[config.mk]
export PLATFORM = sky130hd
export DESIGN_NAME = nvsr_host
export DESIGN_NICKNAME = d
export VERILOG_FILES = /design/src/nvsr_pkg.sv /design/src/nvsr_host.sv /design/src/nvsr_timer.sv
export SDC_FILE = /design/constraint.sdc
export NUM_CORES = 1
export LEC_CHECK = 0
export BUFFER_PORTS_ARGS = -buffer_cell sky130_fd_sc_hd__clkbuf_2
export CAP_MARGIN = 20
export CELL_PAD_IN_SITES_DETAIL_PLACEMENT = 1
export CELL_PAD_IN_SITES_GLOBAL_PLACEMENT = 2
export CORE_ASPECT_RATIO = 0.8
export CORE_MARGIN = 4
export CORE_UTILIZATION = 36
export DETAILED_ROUTE_END_ITERATION = 8
export GPL_TIMING_DRIVEN = 0
export PLACE_DENSITY = 0.85
export SLEW_MARGIN = 20
export SYNTH_ARGS = -nofsm -noshare
export SYNTH_HDL_FRONTEND = slang
export SYNTH_SLANG_ARGS = --single-unit
[constraint.sdc]
create_clock -name clk -period 4.75 [get_ports clk]
set_clock_uncertainty 0.05 [all_clocks]
set_input_delay 0 -clock clk [delete_from_list [all_inputs] [get_ports clk]]
set_output_delay 0 -clock clk [all_outputs]
set_load 0.005 [all_outputs]
[src/nvsr_pkg.sv]
// constants and types for the nonvolatile sequence host controller
// How it works
// - host issues six reads; first three at 0x0E38, 0x31C7, 0x03E0
// - host reads 0x3C1F then 0x303F; sixth address picks the command
// - host keeps write strobe high through all six reads
// - enable change persists only after a later save; host issues one only on a save command
package nvsr_pkg;
  localparam int ADDR_W = 15;
  localparam int DATA_W = 8;
  localparam int SEQ_W  = 14;
  localparam logic [SEQ_W-1:0] SEQ_A1 = 14'h0E38;
  localparam logic [SEQ_W-1:0] SEQ_A2 = 14'h31C7;
  localparam logic [SEQ_W-1:0] SEQ_A3 = 14'h03E0;
  localparam logic [SEQ_W-1:0] SEQ_A4 = 14'h3C1F;
  localparam logic [SEQ_W-1:0] SEQ_A5 = 14'h303F;
  localparam logic [SEQ_W-1:0] CMD_SAVE    = 14'h0FC0;
  localparam logic [SEQ_W-1:0] CMD_RESTORE = 14'h0C63;
  localparam logic [SEQ_W-1:0] CMD_PLS_OFF = 14'h0B45;
  localparam logic [SEQ_W-1:0] CMD_PLS_ON  = 14'h0B46;
  localparam logic [1:0] OP_SAVE    = 2'h0;
  localparam logic [1:0] OP_RESTORE = 2'h1;
  localparam logic [1:0] OP_PLS_OFF = 2'h2;
  localparam logic [1:0] OP_PLS_ON  = 2'h3;
  localparam int CLK_NS       = 8;
  localparam int RD_CYC_NS    = 48;
  localparam int RD_CYC       = (RD_CYC_NS + CLK_NS - 1) / CLK_NS;
  localparam int HOLDOFF_NS   = 24;
  localparam int HOLDOFF_CYC  = (HOLDOFF_NS + CLK_NS - 1) / CLK_NS;
  localparam int CNT_W        = 21;
  localparam logic [2:0] LAST_STEP = 3'h5;
  typedef enum logic [5:0] {
    NVSR_IDLE  = 6'h01,
    NVSR_SETUP = 6'h02,
    NVSR_PULSE = 6'h04,
    NVSR_GAP   = 6'h08,
    NVSR_BUSY  = 6'h10,
    NVSR_HOLD  = 6'h20
  } nvsr_state_type;
endpackage : nvsr_pkg

[src/nvsr_host.sv]
// host controller issuing six-read command sequences to the memory
module nvsr_host
  import nvsr_pkg::*;
#(
  parameter int SAVE_CYC    = 1250000,
  parameter int RESTORE_CYC = 25000
)
(
  // clock and reset
  input  wire logic              clk,
  input  wire logic              sys_rst,
  // user command port
  input  wire logic              cmd_valid,
  input  wire logic [1:0]        cmd_op,
  output logic                   cmd_ready,
  output logic                   cmd_done,
  output logic [DATA_W-1:0]      cmd_rdata,
  // device pins
  output logic                   chip_sel_n,
  output logic                   out_en_n,
  output logic                   write_n,
  output logic [ADDR_W-1:0]      addr,
  input  wire logic [DATA_W-1:0] dq_in,
  input  wire logic              store_busy_n
);
  // ***********************************
  // state and registers
  // ***********************************
  nvsr_state_type    state_ff;
  nvsr_state_type    nxt_state;
  logic [2:0]        step_ff;
  logic [2:0]        nxt_step;
  logic [1:0]        op_ff;
  logic              busy_seen_ff;
  logic [DATA_W-1:0] rdata_ff;
  logic              done_ff;
  logic              load;
  logic [CNT_W-1:0]  load_val;
  logic              tdone;
  // ***********************************
  // address selection
  // ***********************************
  logic [SEQ_W-1:0] cmd_addr;
  logic [SEQ_W-1:0] step_addr;
  logic             last_step;
  logic             waits_busy;
  logic             busy_low;
  logic             busy_ok;
  assign cmd_addr = (op_ff == OP_SAVE)    ? CMD_SAVE :
                    (op_ff == OP_RESTORE) ? CMD_RESTORE :
                    (op_ff == OP_PLS_OFF) ? CMD_PLS_OFF :
                                            CMD_PLS_ON;
  assign step_addr = (step_ff == 3'h0) ? SEQ_A1 :
                     (step_ff == 3'h1) ? SEQ_A2 :
                     (step_ff == 3'h2) ? SEQ_A3 :
                     (step_ff == 3'h3) ? SEQ_A4 :
                     (step_ff == 3'h4) ? SEQ_A5 : cmd_addr;
  assign last_step  = (step_ff == LAST_STEP);
  assign waits_busy = (op_ff == OP_SAVE) || (op_ff == OP_RESTORE);
  assign busy_low   = !store_busy_n;
  // a save must have shown busy before it may end
  assign busy_ok    = store_busy_n && (busy_seen_ff || (op_ff != OP_SAVE));
  assign cmd_ready  = (state_ff == NVSR_IDLE) && store_busy_n;
  assign cmd_done   = done_ff;
  assign cmd_rdata  = rdata_ff;
  // ***********************************
  // pin drive
  // ***********************************
  logic in_pulse;
  assign in_pulse   = (state_ff == NVSR_PULSE);
  assign chip_sel_n = !((state_ff == NVSR_SETUP) || in_pulse);
  assign out_en_n   = !in_pulse;
  assign write_n    = 1'b1;
  // top bit held low, only low bits decoded
  assign addr = {1'b0, step_addr};
  // ***********************************
  // sequencer
  // ***********************************
  always_comb begin
    nxt_state = state_ff;
    nxt_step  = step_ff;
    load      = 1'b0;
    load_val  = '0;
    case (state_ff)
      NVSR_IDLE: begin
        if (cmd_valid && store_busy_n) begin
          nxt_state = NVSR_SETUP;
          nxt_step  = 3'h0;
          load      = 1'b1;
          load_val  = CNT_W'(1);
        end
      end
      NVSR_SETUP: begin
        if (tdone) begin
          nxt_state = NVSR_PULSE;
          load      = 1'b1;
          load_val  = CNT_W'(RD_CYC);
        end
      end
      NVSR_PULSE: begin
        if (tdone) begin
          load     = 1'b1;
          load_val = CNT_W'(1);
          if (last_step && waits_busy) begin
            nxt_state = NVSR_BUSY;
            load_val  = (op_ff == OP_SAVE) ? CNT_W'(SAVE_CYC)
                                           : CNT_W'(RESTORE_CYC);
          end else if (last_step) begin
            nxt_state = NVSR_HOLD;
            load_val  = CNT_W'(HOLDOFF_CYC);
          end else begin
            nxt_state = NVSR_GAP;
          end
        end
      end
      NVSR_GAP: begin
        if (tdone) begin
          nxt_state = NVSR_SETUP;
          nxt_step  = step_ff + 3'h1;
          load      = 1'b1;
          load_val  = CNT_W'(1);
        end
      end
      NVSR_BUSY: begin
        // no access until save or restore ends
        if (tdone && busy_ok) begin
          nxt_state = NVSR_HOLD;
          load      = 1'b1;
          load_val  = CNT_W'(HOLDOFF_CYC);
        end
      end
      NVSR_HOLD: begin
        if (tdone) begin
          nxt_state = NVSR_IDLE;
        end
      end
      default: begin
        nxt_state = NVSR_IDLE;
      end
    endcase
  end
  // ***********************************
  // registers
  // ***********************************
  always_ff @(posedge clk) begin
    if (sys_rst) begin
      state_ff <= NVSR_IDLE;
      step_ff  <= 3'h0;
    end else begin
      state_ff <= nxt_state;
      step_ff  <= nxt_step;
    end
  end
  always_ff @(posedge clk) begin
    if (sys_rst) begin
      op_ff <= OP_SAVE;
    end else if (cmd_ready && cmd_valid) begin
      op_ff <= cmd_op;
    end
  end
  always_ff @(posedge clk) begin
    if (sys_rst) begin
      rdata_ff <= '0;
    end else if (in_pulse && tdone) begin
      rdata_ff <= dq_in;
    end
  end
  always_ff @(posedge clk) begin
    if (sys_rst) begin
      busy_seen_ff <= 1'b0;
    end else begin
      busy_seen_ff <= (state_ff == NVSR_BUSY) && (busy_seen_ff || busy_low);
    end
  end
  always_ff @(posedge clk) begin
    if (sys_rst) begin
      done_ff <= 1'b0;
    end else begin
      done_ff <= (state_ff == NVSR_HOLD) && tdone;
    end
  end
  // ***********************************
  // timer
  // ***********************************
  nvsr_timer u_timer (
    .clk     (clk),
    .sys_rst (sys_rst),
    .load    (load),
    .value   (load_val),
    .done    (tdone)
  );
endmodule : nvsr_host

[src/nvsr_timer.sv]
// down counter that times pulses and busy waits
module nvsr_timer
  import nvsr_pkg::*;
(
  // clock and reset
  input  wire logic             clk,
  input  wire logic             sys_rst,
  // control
  input  wire logic             load,
  input  wire logic [CNT_W-1:0] value,
  // status
  output logic                  done
);
  logic [CNT_W-1:0] cnt_ff;
  logic [CNT_W-1:0] nxt_cnt;
  assign nxt_cnt = load ? value :
                   (cnt_ff != '0) ? cnt_ff - 1'b1 : cnt_ff;
  assign done = (cnt_ff == '0);
  always_ff @(posedge clk) begin
    if (sys_rst) begin
      cnt_ff <= '0;
    end else begin
      cnt_ff <= nxt_cnt;
    end
  end
endmodule : nvsr_timer

==> qor.tcl <==
set qor(drv_slew) 0
set qor(floorplan.rows) 27
set qor(clkSlewWorstSetupHoldPaths_ps) 80
set qor(synth_top_flop_cell) {dfxtp_1}
set qor(remaining_drc_errors) 0
set qor(grt_setup_unrepaired) {false}
set qor(io_buffers) 39
set qor(clock_tree_from_tritoncts) {built}
set qor(grt_pass1_vias) 2639
set qor(route.detailed.vias_per_inst) 5.62
set qor(synth.distinct_cells) 62
set qor(cts.sinks) 42
set qor(initial_core_util_pct) 37.5
set qor(worst_path_largest_cell_delay_ps) 820
set qor(hold-path-cell-count) 4
set qor(syn_area_per_cell_um2) 7.99
set qor(finalSetupTns_ps) 0
set qor(setup.reg_to_reg.worst_slack_ps) 1750
set qor(global_route.usage.total_pct) 19.6
set qor(routed_wirelength_mm) 8.15
set qor(core_region_area_mm2) 0.00699
set qor(root_buffer) {clkbuf_8}
set qor(worst-setup-path-type) {reg -> reg}
set qor(globalplace.congestion) 0.804
set qor(power_density_mw_per_mm2) 600
set qor(grt_first_pass_wirelength_mm) 13.7
set qor(critical_path.startpoint_type) {flip-flop}
set qor(final.hold.worst_slack_ps) 22.2
set qor(clk_path_buf_depth) 2
set qor(syn_nets) 352
set qor(grt_max_degree) 14
set qor(vias) 2651
set qor(max_cap_viol_count) 0
set qor(crit_path_end_kind) {flip-flop}
set qor(worstPathBufferInverterCount) 0
set qor(critical_path_peak_fanout) 9
set qor(synth_async_sr_flop_share_pct) 0
set qor(drt_iter0_markers) 151
set qor(post-route-period-util_pct) 63.2
set qor(finalCriticalPeriod_ps) 3000
set qor(htree_levels) 2
set qor(hold_class) {in -> reg}
set qor(most_frequent_cell_on_the_critical_path) {nor4_2}
set qor(finalHoldViolCount) 0
set qor(required_ps) 4930
set qor(maxClockFrequency_mhz) 333
set qor(postSynthRegisterBits) 42
set qor(synthToLayoutAreaGrowth_pct) 21.3
set qor(critPathArrivalTime_ps) 3180
set qor(clock_latency_reported_for_the_late_side_of_the_worst_skew_pair_ps) 300
set qor(hp-start) {store_busy_n}
set qor(worst_path_dominant_cell_family) {simple AND/OR/NAND/NOR gates}
set qor(worstPathCellList) {nor4_2 > nand2_1 > nor4_2 > nand4_1 > a21oi_1}
set qor(hpwl_mm) 6.07
set qor(timing.rr.start) {state_ff[3]$_SDFFE_PP0P_}
set qor(slowest_stage) {nor4_2}
set qor(grt_antenna_before_repair) 0
set qor(chipHeight_um) 84.3
set qor(worst_slew_pin_slew_ps) 921
set qor(layout-drive-gt1-share_pct) 19.5
set qor(synth_sequential_area_ratio_pct) 32.1
set qor(antennaDiodeCount) 0
set qor(number_of_buffers_created_by_cts) 5
set qor(drt_pre_antenna_iters) 4
set qor(layout.nets) 408
set qor(ioPinCount) 42
set qor(p_leak_nw) 1.28
set qor(netlist_instances) 328
set qor(worst_r2r_endpoint) {u_timer.cnt_ff[17]$_SDFFE_PP0P_}
set qor(run_status) {finished clean}
set qor(hold-path-endpoint) {busy_seen_ff$_SDFF_PP0_}
set qor(reg2reg_depth) 5
set qor(dieArea_mm2) 0.00872
set qor(grt_overflow_total) 0
set qor(synth.cell_area_mm2) 0.00262
set qor(final-setup-viol-count) 0
set qor(synth_enable_flop_cells) 0
set qor(fp.dieW_um) 103
set qor(vdd_drop_max_mv) 0.209
set qor(ys_warn_count) 0
set qor(avgRoutedWirePerCell_um) 17.3
set qor(antenna_violating_nets_post_route) 0
set qor(relSlewSlack_pct) 38.1
layout by cell type, fill, tap and decap left out, types with 3 or more instances in the layout:
cell type and count:
inv_1 16, or2_2 4, nor3b_1 3, buf_4 4, o21ai_0 8, nand2b_1 8, o211ai_1 5, dlygate4sd3_1 10
o21a_1 3, or3_1 3, o31ai_1 3, or4_1 3, nor3_1 11, xnor2_1 10, clkbuf_1 13, clkbuf_2 39
clkbuf_8 6, nand3_1 22, a211oi_1 4, ha_1 10, xor2_1 4, a21oi_1 37, mux2i_1 3, dfxtp_1 42
nand4_1 6, nand2_1 30, nor2_1 16, nor2b_1 4, nor4_2 4, nor4_1 5
Yosys cell counts (all sizes together) (2+ instances only):
| cell type | number | area, um2 |
|---|---|---|
| dfxtp | 42 | 841 |
| a21oi | 38 | 194 |
| nand2 | 30 | 113 |
| nand3 | 23 | 120 |
| inv | 16 | 60.1 |
| nor2 | 16 | 60.1 |
| clkbuf | 13 | 48.8 |
| nor3 | 13 | 81.3 |
| ha | 10 | 125 |
| xnor2 | 10 | 87.6 |
| nor4 | 9 | 75.1 |
| buf | 8 | 53.8 |
| nand2b | 8 | 50.1 |
| o21ai | 8 | 40.0 |
| o211ai | 7 | 62.6 |
| nand4 | 6 | 37.5 |
| a211oi | 4 | 30.0 |
| nor2b | 4 | 25.0 |
| nor3b | 4 | 30.0 |
| or2 | 4 | 25.0 |
| or3 | 4 | 30.0 |
| or4 | 4 | 33.8 |
| xor2 | 4 | 35.0 |
| mux2i | 3 | 30.0 |
| o21a | 3 | 22.5 |
| o31ai | 3 | 22.5 |
| or4b | 3 | 33.8 |
| a21o | 2 | 15.0 |
| a221oi | 2 | 17.5 |
| and2 | 2 | 12.5 |
| conb | 2 | 7.51 |
| nand3b | 2 | 15.0 |
| o211a | 2 | 20.0 |
| o21bai | 2 | 15.0 |
| o22ai | 2 | 12.5 |
power breakdown:
| group | internal, mW | switching (mW) | total (mW) |
|---|---|---|---|
| sequential | 0.437 | 0.107 | 0.544 |
| combinational | 0.405 | 0.600 | 1.00 |
| clock | 0.224 | 0.134 | 0.359 |
| total | 1.07 | 0.841 | 1.91 |
registers in the layout, indices dropped and copies added (netlist names):
signal and cells:
op_ff 2, cmd_rdata 8, u_timer.cnt_ff 21, step_ff 3
cmd_done 1, busy_seen_ff 1, state_ff 6
per-stage QoR:
| step | instance area, um2 | setup WS, ps | utilization (%) | cells | total power, mW |
|---|---|---|---|---|---|
| 3_3_place_gp | 2930 | 1530 | 41.8 | 454 | 1.50 |
| 5_1_grt | 3180 | 1540 | 45.5 | 472 | 2.06 |
| 4_1_cts | 3170 | 1450 | 45.4 | 472 | 1.91 |
| 6_report | 3180 | 1750 | 45.5 | 472 | 1.91 |
| 2_1_floorplan | 2620 | 2380 | - | 328 | 1.29 |
| 3_5_place_dp | 2930 | 1550 | 41.9 | 454 | 1.53 |
worst max-delay path by stage:
stage	start	to	slack [ps]	cells past startpoint
2_1_floorplan	state_ff[1]$_SDFFE_PP0P_	u_timer.cnt_ff[4]$_SDFFE_PP0P_	2380	7
3_3_place_gp	u_timer.cnt_ff[0]$_SDFFE_PP0P_	u_timer.cnt_ff[5]$_SDFFE_PP0P_	1530	8
3_5_place_dp	u_timer.cnt_ff[0]$_SDFFE_PP0P_	u_timer.cnt_ff[5]$_SDFFE_PP0P_	1550	8
4_1_cts	u_timer.cnt_ff[0]$_SDFFE_PP0P_	u_timer.cnt_ff[5]$_SDFFE_PP0P_	1450	8
5_1_grt	u_timer.cnt_ff[7]$_SDFFE_PP0P_	u_timer.cnt_ff[12]$_SDFFE_PP0P_	1540	5
6_report	state_ff[3]$_SDFFE_PP0P_	u_timer.cnt_ff[17]$_SDFFE_PP0P_	1750	5
timing repair:
item,CTS,global route
buffers inserted,0,0
hold buffers,10,0
gates resized for setup,0,0
hold endpoints to repair,10,0
area by class of cell:
cell class	count	area (um2)
well taps	87	109
repair buffers	49	295
multi-input cells	249	1630
fillers	855	3810
plain buffers	21	103
flip-flops and latches	42	841
clock inverters	2	60.1
clock buffers	6	82.6
inverters	16	60.1
worst reg2reg max path: cells and delay by family (launching register included):
family	cells	cell delay, ps
AO/OA/AOI/OAI	1	270
flip-flops	1	400
AND/OR/NAND/NOR	4	2210
cell families after synthesis:
group           after synthesis  synth area share, %
other cells                   2                0.287
xor+xnor                     14                 4.68
buf+inv                      37                 6.21
flops                        42                 32.1
fa+ha+maj                    10                 4.77
compound gates               82                 20.3
mux                           4                 1.58
simple gates                137                 30.1
per-layer routing:
| metal | share of wire [%] | vias up | track usage [%] |
|---|---|---|---|
| li1 | - | 1295 | - |
| met1 | 48 | 1309 | 28.3 |
| met5 | 0 | - | 0 |
| met3 | 3.6 | 5 | 3.57 |
| met4 | 0.52 | 0 | 2.94 |
| met2 | 48 | 42 | 30.7 |
Power figures use the tool's default switching activity.
